[config.mk]
export PLATFORM = sky130hd
export DESIGN_NAME = hour_meter_monitor
export DESIGN_NICKNAME = d
export VERILOG_FILES = /design/src/monitor_pkg.sv /design/src/hour_meter_monitor.sv
export SDC_FILE = /design/constraint.sdc
export NUM_CORES = 2
export LEC_CHECK = 0
export BUFFER_PORTS_ARGS = -buffer_cell sky130_fd_sc_hd__buf_4
export CORE_AREA = 2 2 465 375
export CTS_BUF_LIST = sky130_fd_sc_hd__clkbuf_8
export CTS_CLUSTER_DIAMETER = 200
export DETAILED_ROUTE_END_ITERATION = 10
export DIE_AREA = 0 0 467 377
export PLACE_DENSITY_LB_ADDON = 0.3
export RECOVER_POWER = 100
export SYNTH_ARGS = -nofsm -noshare
export SYNTH_HDL_FRONTEND = slang
export SYNTH_SLANG_ARGS = --single-unit
[constraint.sdc]
create_clock -name clk -period 192.2 [get_ports clk]
set_clock_uncertainty 0.1 [all_clocks]
set_input_delay 9.61 -clock clk [delete_from_list [all_inputs] [get_ports clk]]
set_output_delay 9.61 -clock clk [all_outputs]
set_load 0.005 [all_outputs]
[src/monitor_pkg.sv]
// constants for the hour meters, display scaling and analog monitor output
package monitor_pkg;

  // register byte offsets
  localparam logic [7:0] ADDR_DISPLAY_SEL = 8'h00;
  localparam logic [7:0] ADDR_RUN_CLEAR = 8'h04;
  localparam logic [7:0] ADDR_ENERGY_CLEAR = 8'h08;
  localparam logic [7:0] ADDR_DIGIT_SEL = 8'h0C;
  localparam logic [7:0] ADDR_FREQ_REF = 8'h10;
  localparam logic [7:0] ADDR_CURR_REF = 8'h14;
  localparam logic [7:0] ADDR_AO_FUNC = 8'h18;
  localparam logic [7:0] ADDR_AO_GAIN = 8'h1C;
  localparam logic [7:0] ADDR_WRITE_PROT = 8'h20;
  localparam logic [7:0] ADDR_POWERED_HOURS = 8'h24;
  localparam logic [7:0] ADDR_RUN_HOURS = 8'h28;
  localparam logic [7:0] ADDR_POWERED_WRAPS = 8'h2C;
  localparam logic [7:0] ADDR_RUN_WRAPS = 8'h30;
  localparam logic [7:0] ADDR_DISPLAY_VALUE = 8'h34;
  localparam logic [7:0] ADDR_STATUS = 8'h38;

  // status register bit positions
  localparam int STAT_RUNNING = 0;
  localparam int STAT_DEC_LO = 1;
  localparam int STAT_DEC_HI = 2;

  // setting codes
  localparam logic [15:0] SEL_POWERED_HOURS = 16'h0014;
  localparam logic [15:0] SEL_RUN_HOURS = 16'h0017;
  localparam logic [15:0] SEL_ENERGY = 16'h0019;
  localparam logic [15:0] VAL_NO_FUNCTION = 16'h270F;
  localparam logic [15:0] VAL_ENERGY_ALT = 16'h000A;
  localparam logic [15:0] VAL_ZERO = 16'h0000;
  localparam logic [15:0] DIGIT_INTEGER = 16'h0000;
  localparam logic [15:0] DIGIT_ONE_DEC = 16'h0001;
  localparam logic [15:0] AO_FUNC_FREQ = 16'h0001;
  localparam logic [15:0] AO_FUNC_CURR = 16'h0002;
  localparam logic [15:0] AO_FUNC_REF = 16'h0015;
  localparam logic [15:0] PROTECT_ON = 16'h0001;

  // reset values and write limits
  localparam logic [15:0] RST_DISPLAY_SEL = 16'h0000;
  localparam logic [15:0] RST_FREQ_REF = 16'h1388;
  localparam logic [15:0] RST_AO_FUNC = 16'h0001;
  localparam logic [15:0] RST_AO_GAIN = 16'h1000;
  localparam logic [15:0] RST_WRITE_PROT = 16'h0000;
  localparam logic [15:0] FREQ_REF_MAX = 16'h9C40;
  localparam logic [15:0] CURR_REF_MAX = 16'hC350;
  localparam logic [15:0] METER_MAX = 16'hFFFF;

  // gain is unsigned with this many fraction bits
  localparam int GAIN_FRAC = 12;

  // decimal thresholds for display rounding
  localparam logic [15:0] BELOW_099_TENTHS = 16'h000A;
  localparam logic [15:0] BELOW_099_HUNDREDTHS = 16'h0063;

  // timing
  localparam longint unsigned CLK_HZ = 64'd20000000;
  localparam longint unsigned HOUR_S = 64'd3600;
  localparam longint unsigned HOUR_CYCLES = HOUR_S * CLK_HZ;

endpackage : monitor_pkg

[src/hour_meter_monitor.sv]
// hour meters, monitor display scaling and analog monitor output scaling
//
// The implementer's own choices: the plain strobed port and the placing of the registers.
`timescale 1ns/1ps
`default_nettype none

module hour_meter_monitor #(
  parameter logic [36:0] HOUR_CYCLES = 37'(monitor_pkg::HOUR_CYCLES),
  parameter int AO_W = 12,
  parameter logic [15:0] RATED_CURRENT = 16'h03E8
) (
  input wire logic clk, // 20 MHz clock
  input wire logic reset, // async reset, active high, power-on
  input wire logic [7:0] addr, // register byte address
  input wire logic [15:0] wdata, // write data
  input wire logic wr, // write strobe
  input wire logic rd, // read strobe
  output logic [15:0] rdata, // read data, cycle after rd
  input wire logic motor_running, // drive running, asynchronous
  input wire logic [15:0] monitor_value, // selected monitor raw value
  input wire logic [1:0] monitor_decimals, // decimals in monitor_value
  input wire logic [15:0] freq_monitor, // frequency, 0.01 Hz units
  input wire logic [15:0] current_monitor, // current, 0.01 A units
  input wire logic nv_restore, // load stored meter values
  input wire logic [15:0] nv_powered_hours, // stored powered hours
  input wire logic [15:0] nv_run_hours, // stored run hours
  input wire logic [15:0] nv_powered_wraps, // stored powered wraps
  input wire logic [15:0] nv_run_wraps, // stored run wraps
  output logic [15:0] powered_hours, // powered hour meter
  output logic [15:0] run_hours, // run hour meter
  output logic [15:0] powered_time_wrap_count, // powered meter wraps
  output logic [15:0] run_time_wrap_count, // run meter wraps
  output logic nv_update, // pulse: meter values changed
  output logic energy_clear, // pulse: clear energy monitor
  output logic [15:0] display_value, // formatted display value
  output logic [1:0] display_decimals, // decimals of display_value
  output logic [AO_W-1:0] analog_monitor_output // analog output code
);

  localparam logic [AO_W-1:0] AO_FULL = {AO_W{1'b1}};

  logic run_meta_q;
  logic run_sync_q;
  logic [15:0] monitor_display_select_q;
  logic [15:0] energy_meter_clear_setting_q;
  logic [15:0] decimal_digit_select_q;
  logic [15:0] frequency_full_scale_ref_q;
  logic [15:0] current_full_scale_ref_q;
  logic [15:0] analog_output_function_select_q;
  logic [15:0] analog_output_gain_cal_q;
  logic [15:0] write_protect_select_q;
  logic [36:0] powered_pre_q;
  logic [36:0] run_pre_q;
  logic [15:0] powered_hours_q;
  logic [15:0] run_hours_q;
  logic [15:0] powered_wraps_q;
  logic [15:0] run_wraps_q;
  logic powered_tick;
  logic run_tick;
  logic run_clear;
  logic protect;
  logic [15:0] rdata_q;
  logic [15:0] rdata_d;
  logic nv_update_q;
  logic energy_clear_q;
  logic [15:0] disp_q;
  logic [15:0] disp_d;
  logic [1:0] disp_dec_q;
  logic [1:0] disp_dec_d;
  logic [AO_W-1:0] ao_q;
  logic [AO_W-1:0] ao_d;

  // running level from outside the clock domain
  always_ff @(posedge clk or posedge reset)
  begin
    if (reset)
    begin
      run_meta_q <= 1'b0;
      run_sync_q <= 1'b0;
    end
    else
    begin
      run_meta_q <= motor_running;
      run_sync_q <= run_meta_q;
    end
  end

  assign protect = (write_protect_select_q == monitor_pkg::PROTECT_ON);
  assign run_clear = wr && (addr == monitor_pkg::ADDR_RUN_CLEAR) && !protect
    && (wdata == monitor_pkg::VAL_ZERO);
  assign powered_tick = (powered_pre_q == HOUR_CYCLES - 37'd1);
  assign run_tick = run_sync_q && (run_pre_q == HOUR_CYCLES - 37'd1);

  // settings that obey write protect, and the write protect select, which is always writable
  always_ff @(posedge clk or posedge reset)
  begin
    if (reset)
    begin
      monitor_display_select_q <= monitor_pkg::RST_DISPLAY_SEL;
      decimal_digit_select_q <= monitor_pkg::VAL_NO_FUNCTION;
      energy_meter_clear_setting_q <= monitor_pkg::VAL_NO_FUNCTION;
      write_protect_select_q <= monitor_pkg::RST_WRITE_PROT;
      energy_clear_q <= 1'b0;
    end
    else
    begin
      energy_clear_q <= 1'b0;
      if (wr && addr == monitor_pkg::ADDR_WRITE_PROT)
      begin
        write_protect_select_q <= wdata;
      end
      else if (wr && !protect && addr == monitor_pkg::ADDR_DISPLAY_SEL)
      begin
        monitor_display_select_q <= wdata;
      end
      else if (wr && !protect && addr == monitor_pkg::ADDR_DIGIT_SEL)
      begin
        if (wdata == monitor_pkg::DIGIT_INTEGER || wdata == monitor_pkg::DIGIT_ONE_DEC
            || wdata == monitor_pkg::VAL_NO_FUNCTION)
        begin
          decimal_digit_select_q <= wdata;
        end
      end
      else if (wr && !protect && addr == monitor_pkg::ADDR_ENERGY_CLEAR)
      begin
        if (wdata == monitor_pkg::VAL_ZERO)
        begin
          energy_clear_q <= 1'b1;
        end
        else if (wdata == monitor_pkg::VAL_ENERGY_ALT
                 || wdata == monitor_pkg::VAL_NO_FUNCTION)
        begin
          energy_meter_clear_setting_q <= wdata;
        end
      end
    end
  end

  // references and gain are writable at any time; the analog output function select obeys write protect
  always_ff @(posedge clk or posedge reset)
  begin
    if (reset)
    begin
      frequency_full_scale_ref_q <= monitor_pkg::RST_FREQ_REF;
      current_full_scale_ref_q <= RATED_CURRENT;
      analog_output_function_select_q <= monitor_pkg::RST_AO_FUNC;
      analog_output_gain_cal_q <= monitor_pkg::RST_AO_GAIN;
    end
    else if (wr)
    begin
      if (addr == monitor_pkg::ADDR_FREQ_REF && wdata <= monitor_pkg::FREQ_REF_MAX)
      begin
        frequency_full_scale_ref_q <= wdata;
      end
      else if (addr == monitor_pkg::ADDR_CURR_REF && wdata <= monitor_pkg::CURR_REF_MAX)
      begin
        current_full_scale_ref_q <= wdata;
      end
      else if (addr == monitor_pkg::ADDR_AO_GAIN)
      begin
        analog_output_gain_cal_q <= wdata;
      end
      else if (addr == monitor_pkg::ADDR_AO_FUNC && !protect)
      begin
        analog_output_function_select_q <= wdata;
      end
    end
  end

  // sub-hour prescalers start at zero on every power-on
  always_ff @(posedge clk or posedge reset)
  begin
    if (reset)
    begin
      powered_pre_q <= 37'd0;
    end
    else if (powered_tick)
    begin
      powered_pre_q <= 37'd0;
    end
    else
    begin
      powered_pre_q <= powered_pre_q + 37'd1;
    end
  end

  always_ff @(posedge clk or posedge reset)
  begin
    if (reset)
    begin
      run_pre_q <= 37'd0;
    end
    else if (run_tick || run_clear)
    begin
      run_pre_q <= 37'd0;
    end
    else if (run_sync_q)
    begin
      run_pre_q <= run_pre_q + 37'd1;
    end
  end

  // powered meter, no software clear
  always_ff @(posedge clk or posedge reset)
  begin
    if (reset)
    begin
      powered_hours_q <= 16'h0000;
      powered_wraps_q <= 16'h0000;
    end
    else if (nv_restore)
    begin
      powered_hours_q <= nv_powered_hours;
      powered_wraps_q <= nv_powered_wraps;
    end
    else if (powered_tick)
    begin
      powered_hours_q <= powered_hours_q + 16'h0001;
      if (powered_hours_q == monitor_pkg::METER_MAX)
      begin
        powered_wraps_q <= powered_wraps_q + 16'h0001;
      end
    end
  end

  // run meter; a clear beats a tick in the same cycle
  always_ff @(posedge clk or posedge reset)
  begin
    if (reset)
    begin
      run_hours_q <= 16'h0000;
      run_wraps_q <= 16'h0000;
    end
    else if (nv_restore)
    begin
      run_hours_q <= nv_run_hours;
      run_wraps_q <= nv_run_wraps;
    end
    else if (run_clear)
    begin
      run_hours_q <= 16'h0000;
    end
    else if (run_tick)
    begin
      run_hours_q <= run_hours_q + 16'h0001;
      if (run_hours_q == monitor_pkg::METER_MAX)
      begin
        run_wraps_q <= run_wraps_q + 16'h0001;
      end
    end
  end

  always_ff @(posedge clk or posedge reset)
  begin
    if (reset)
    begin
      nv_update_q <= 1'b0;
    end
    else
    begin
      nv_update_q <= powered_tick || run_tick || run_clear;
    end
  end

  // display formatting
  always_comb
  begin
    disp_d = monitor_value;
    disp_dec_d = monitor_decimals;
    if (monitor_display_select_q == monitor_pkg::SEL_POWERED_HOURS)
    begin
      disp_d = powered_hours_q;
      disp_dec_d = 2'd0;
    end
    else if (monitor_display_select_q == monitor_pkg::SEL_RUN_HOURS)
    begin
      disp_d = run_hours_q;
      disp_dec_d = 2'd0;
    end
    else if (monitor_display_select_q == monitor_pkg::SEL_ENERGY)
    begin
      disp_d = monitor_value;
      disp_dec_d = monitor_decimals;
    end
    else if (decimal_digit_select_q == monitor_pkg::DIGIT_INTEGER)
    begin
      disp_dec_d = 2'd0;
      if (monitor_decimals == 2'd1)
      begin
        if (monitor_value < monitor_pkg::BELOW_099_TENTHS)
        begin
          disp_d = 16'h0000;
        end
        else
        begin
          disp_d = 16'((17'(monitor_value) + 17'd5) / 17'd10);
        end
      end
      else if (monitor_decimals == 2'd2)
      begin
        if (monitor_value < monitor_pkg::BELOW_099_HUNDREDTHS)
        begin
          disp_d = 16'h0000;
        end
        else
        begin
          disp_d = 16'((17'(monitor_value) + 17'd50) / 17'd100);
        end
      end
      else
      begin
        disp_dec_d = monitor_decimals;
      end
    end
    else if (decimal_digit_select_q == monitor_pkg::DIGIT_ONE_DEC
             && monitor_decimals == 2'd2)
    begin
      disp_d = monitor_value / 16'd10;
      disp_dec_d = 2'd1;
    end
  end

  always_ff @(posedge clk or posedge reset)
  begin
    if (reset)
    begin
      disp_q <= 16'h0000;
      disp_dec_q <= 2'd0;
    end
    else
    begin
      disp_q <= disp_d;
      disp_dec_q <= disp_dec_d;
    end
  end

  // analog output: q scaled to reference, then gain, clamped
  always_comb
  begin
    logic [15:0] qty;
    logic [15:0] ref_v;
    logic [31:0] lin;
    logic [31:0] gained;
    qty = 16'h0000;
    ref_v = 16'h0001;
    lin = 32'd0;
    gained = 32'd0;
    if (analog_output_function_select_q == monitor_pkg::AO_FUNC_FREQ)
    begin
      qty = freq_monitor;
      ref_v = frequency_full_scale_ref_q;
    end
    else if (analog_output_function_select_q == monitor_pkg::AO_FUNC_CURR)
    begin
      qty = current_monitor;
      ref_v = current_full_scale_ref_q;
    end
    if (analog_output_function_select_q == monitor_pkg::AO_FUNC_REF)
    begin
      lin = 32'(AO_FULL);
    end
    else if (ref_v == 16'h0000)
    begin
      lin = (qty == 16'h0000) ? 32'd0 : 32'(AO_FULL);
    end
    else
    begin
      lin = (32'(qty) * 32'(AO_FULL)) / 32'(ref_v);
      if (lin > 32'(AO_FULL))
      begin
        lin = 32'(AO_FULL);
      end
    end
    gained = (lin * 32'(analog_output_gain_cal_q)) >> monitor_pkg::GAIN_FRAC;
    if (gained > 32'(AO_FULL))
    begin
      ao_d = AO_FULL;
    end
    else
    begin
      ao_d = gained[AO_W-1:0];
    end
  end

  always_ff @(posedge clk or posedge reset)
  begin
    if (reset)
    begin
      ao_q <= '0;
    end
    else
    begin
      ao_q <= ao_d;
    end
  end

  // register read
  always_comb
  begin
    rdata_d = 16'h0000;
    if (addr == monitor_pkg::ADDR_DISPLAY_SEL)
    begin
      rdata_d = monitor_display_select_q;
    end
    else if (addr == monitor_pkg::ADDR_RUN_CLEAR)
    begin
      rdata_d = monitor_pkg::VAL_NO_FUNCTION;
    end
    else if (addr == monitor_pkg::ADDR_ENERGY_CLEAR)
    begin
      rdata_d = energy_meter_clear_setting_q;
    end
    else if (addr == monitor_pkg::ADDR_DIGIT_SEL)
    begin
      rdata_d = decimal_digit_select_q;
    end
    else if (addr == monitor_pkg::ADDR_FREQ_REF)
    begin
      rdata_d = frequency_full_scale_ref_q;
    end
    else if (addr == monitor_pkg::ADDR_CURR_REF)
    begin
      rdata_d = current_full_scale_ref_q;
    end
    else if (addr == monitor_pkg::ADDR_AO_FUNC)
    begin
      rdata_d = analog_output_function_select_q;
    end
    else if (addr == monitor_pkg::ADDR_AO_GAIN)
    begin
      rdata_d = analog_output_gain_cal_q;
    end
    else if (addr == monitor_pkg::ADDR_WRITE_PROT)
    begin
      rdata_d = write_protect_select_q;
    end
    else if (addr == monitor_pkg::ADDR_POWERED_HOURS)
    begin
      rdata_d = powered_hours_q;
    end
    else if (addr == monitor_pkg::ADDR_RUN_HOURS)
    begin
      rdata_d = run_hours_q;
    end
    else if (addr == monitor_pkg::ADDR_POWERED_WRAPS)
    begin
      rdata_d = powered_wraps_q;
    end
    else if (addr == monitor_pkg::ADDR_RUN_WRAPS)
    begin
      rdata_d = run_wraps_q;
    end
    else if (addr == monitor_pkg::ADDR_DISPLAY_VALUE)
    begin
      rdata_d = disp_q;
    end
    else if (addr == monitor_pkg::ADDR_STATUS)
    begin
      rdata_d[monitor_pkg::STAT_RUNNING] = run_sync_q;
      rdata_d[monitor_pkg::STAT_DEC_LO] = disp_dec_q[0];
      rdata_d[monitor_pkg::STAT_DEC_HI] = disp_dec_q[1];
    end
  end

  always_ff @(posedge clk or posedge reset)
  begin
    if (reset)
    begin
      rdata_q <= 16'h0000;
    end
    else
    begin
      rdata_q <= rd ? rdata_d : 16'h0000;
    end
  end

  assign rdata = rdata_q;
  assign powered_hours = powered_hours_q;
  assign run_hours = run_hours_q;
  assign powered_time_wrap_count = powered_wraps_q;
  assign run_time_wrap_count = run_wraps_q;
  assign nv_update = nv_update_q;
  assign energy_clear = energy_clear_q;
  assign display_value = disp_q;
  assign display_decimals = disp_dec_q;
  assign analog_monitor_output = ao_q;

endmodule // hour_meter_monitor

`default_nettype wire

==> results.md <==
- WP data required: 192.56 ns
- # nets final: 8882
- Fin cells: 10136
- Starting density of the core: 34.93%
- EDFF count, synth: 0
- # port buffers: 255
- Vias in the first global route: approximately 55000
- Syn avg cell area: 7.975 um2
- Grt total ovfl: 0
- Layout area overhead: 10.20%
- Post-Synthesis Cells: 7490
- Finish-stage setup viols: 0
- FP Rows: 136
- CTS buffer count: 54
- Commonest cells in the netlist: 727 x nand2_1, 639 x inv_1, 618 x nor2_1
- # DRC: 0
- Pre-CTS setup slack: 70.98 ns
- Element type at the critical path start: input port
- Fin Setup TNS: 0 ns
- Register bit total from synthesis: 316
- CTS tree: done
- Clock sink total: 316
- Setup CP Type: in2reg
- Global Route met2 Usage: 37.32%
- Achievable frequency: 0.007901 GHz
- Final WS setup: approximately 66 ns
- DRT antenna net count: 0
- Library cells used by synthesis: 143
- Largest net degree at the start of global routing: 152
- DR vias: 57731
- Worst-path clk slew: 0.06 ns
- Core area: around 170000 um2
- Met1 usage: 31.84%
- Filler cell count: 17628
- CP Capture Type: flop
- Final hold violations: 0
- Worst R2R Setup Slack: approximately 72 ns
- Setup bufs post-CTS: 0
- Clock Tree Root: clkbuf_8
- Initial antenna violation count: 22
- HP Class: reg2reg
- GRT Max-Usage Layer: met2
- Tmin final: 126.56 ns
- Layout cells sized above 1: a little under a tenth
- Vias per cell: 5.696
- Full die area: 176100 um2
- Worst Max-Slew Pin Slew: 8.631 ns
- Synth Flop Type: dfrtp_1
- Slew Limit Fails: 492
- Die Y: 377 um
- Main area contributors after synthesis: fa_1 13%, dfrtp_1 12%, ha_1 11%, nand2_1 4.6%, xnor2_1 4.4%
- Async SR Flop Fraction: 100.0%
- Die Span X: 467 um
- Pre-antenna DRT Iters: 6
- Top-count cell post-synth: nand2_1
- Global routing met3 resource utilization: 2.785%
- Max cap viols: 9
- CP max-delay cell: and2_0
- Fin Hold WS: approximately 0.24 ns
- Top-area cell type share of the netlist area: 13.20%
- Routed wire length: ~210 mm
- GRT Overall Usage: between 20% and 30%
- Deepest clock path buffer count: 3
- Clk_lat worst skew: 0.71 ns
- Hold buffers post-CTS: 0
- Period Utilization, post-route: 65.85%
- Number of I/O pins: 256
- Warnings from Yosys: 0
- RSZ-0062 raised after global routing: no
- Placed Instances: ~10000
- Crit Path Max Fanout: 43
- DR iter-0 viols: 5525
- Detail Placement HPWL: 169.2 mm
- First-pass GRT wire length: approximately 320 mm
- Slew headroom: -475.4%
- Synth area leader: fa_1
- Routability cong.: 0.9432
- Cell area after synthesis: 59730 um2
- WL/cell: 20.72 um
- Htree depth: 2
- Most Frequent Cell on Critical Path: o21a_1
- CTS resizes: 0
- Failing checks: capacitance limit, slew limit
- Largest stage delay on the critical path: about 1.5 ns
- Seq/Total Area, Yosys: 13.30%
- Critical Path AT: 126.92 ns
- Status: complete, but fails checks
-- critical path: cells and delay by family --
family	cells	cell delay, ns
buffers and inverters	25	4.02
adder cells (fa/ha/maj)	41	15.54
AO/OA/AOI/OAI	275	67.58
multiplexers	5	1.74
AND/OR/NAND/NOR	115	28.20
-- flip-flops by register name, summed over array words and instances, names as in the netlist, 2 cells and up --
name / count
powered_hours: 16
powered_time_wrap_count: 16
run_time_wrap_count: 16
powered_pre_q: 37
analog_output_gain_cal_q: 16
analog_monitor_output: 12
monitor_display_select_q: 16
display_decimals: 2
frequency_full_scale_ref_q: 16
energy_meter_clear_setting_q: 16
analog_output_function_select_q: 16
write_protect_select_q: 16
display_value: 16
current_full_scale_ref_q: 16
rdata: 16
run_pre_q: 37
decimal_digit_select_q: 16
run_hours: 16
-- stage by stage --
step / area (um2) / util [%]
finish: 65830 / 38.49
CTS: 66140 / 38.67
floorplan: 60430 / -
detailed placement: 64870 / 37.93
global placement: 64870 / 37.93
global route: 65830 / 38.49
-- layout make-up --
| type | instances | area (um2) | area share, % |
|---|---|---|---|
| repair buffers | 340 | 2308 | 3.507 |
| multi-input cells | 6452 | 49020 | 74.47 |
| well taps | 2277 | 2849 | 4.328 |
| flip-flops and latches | 316 | 7944 | 12.07 |
| inverters | 642 | 2411 | 3.663 |
| clock buffers | 69 | 949.7 | 1.443 |
| diodes | 9 | 22.52 | 0.03421 |
| clock inverters | 31 | 319.1 | 0.4847 |
-- placed cells by master (no fill, tap or decap), drive strengths merged, types with 69 or more instances in the layout --
| master | netlist | final |
|---|---|---|
| nor3 | 280 | 280 |
| a21o | 102 | 102 |
| buf | 53 | 205 |
| nor2 | 620 | 620 |
| inv | 640 | 659 |
| o21ai | 374 | 374 |
| dfrtp | 287 | 287 |
| mux2 | 196 | 196 |
| nand2 | 728 | 728 |
| o21a | 199 | 199 |
| a21oi | 425 | 425 |
| nand3 | 201 | 201 |
| xor2 | 188 | 188 |
| o31ai | 136 | 136 |
| fa | 394 | 394 |
| and2 | 174 | 174 |
| clkbuf | 213 | 204 |
| nand2b | 74 | 74 |
| ha | 538 | 538 |
| conb | 2 | 188 |
| nor2b | 69 | 69 |
| and3 | 97 | 97 |
| a22oi | 84 | 84 |
| xnor2 | 303 | 303 |
| a211oi | 74 | 74 |
| a31oi | 76 | 76 |
| nand4 | 101 | 101 |
-- worst paths after layout --
path | startpoint | endpoint | depth (start not counted)
worst max-delay path | freq_monitor[15] | analog_monitor_output[10]$_DFF_PP0_ | 461
worst max register to register | analog_output_function_select_q[3]$_DFFE_PP0P_ | analog_monitor_output[10]$_DFF_PP0_ | 465
worst min-delay path | run_meta_q$_DFF_PP0_ | run_sync_q$_DFF_PP0_ | 0
worst min register to register | run_meta_q$_DFF_PP0_ | run_sync_q$_DFF_PP0_ | 0
min in group asynchronous | reset | powered_hours[1]$_DFFE_PP0P_ | 2
max in group asynchronous | reset | powered_time_wrap_count[11]$_DFFE_PP0P_ | 3
-- metal layers --
layer | up-vias | routed length (um)
met5 | - | 0
met4 | 0 | 8758
met3 | 368 | 13580
met2 | 1982 | 93960
met1 | 28082 | 93760
li1 | 27299 | -
-- cell families (layout without fill, tap and decap cells) --
family	count (synthesis)	in the layout	share of synthesized area, %
XOR/XNOR	494	494	7.352
AND/OR/NAND/NOR	2619	2619	21.61
AO/OA/AOI/OAI	1968	1968	22.80
multiplexers	248	248	4.587
buffers and inverters	908	1082	5.819
flip-flops	316	316	13.30
adder cells (fa/ha/maj)	935	935	24.52
other	2	197	0.01257
Power is not shown: default switching activity piles up to over one toggle a cycle in this logic, so the estimate is an artifact.
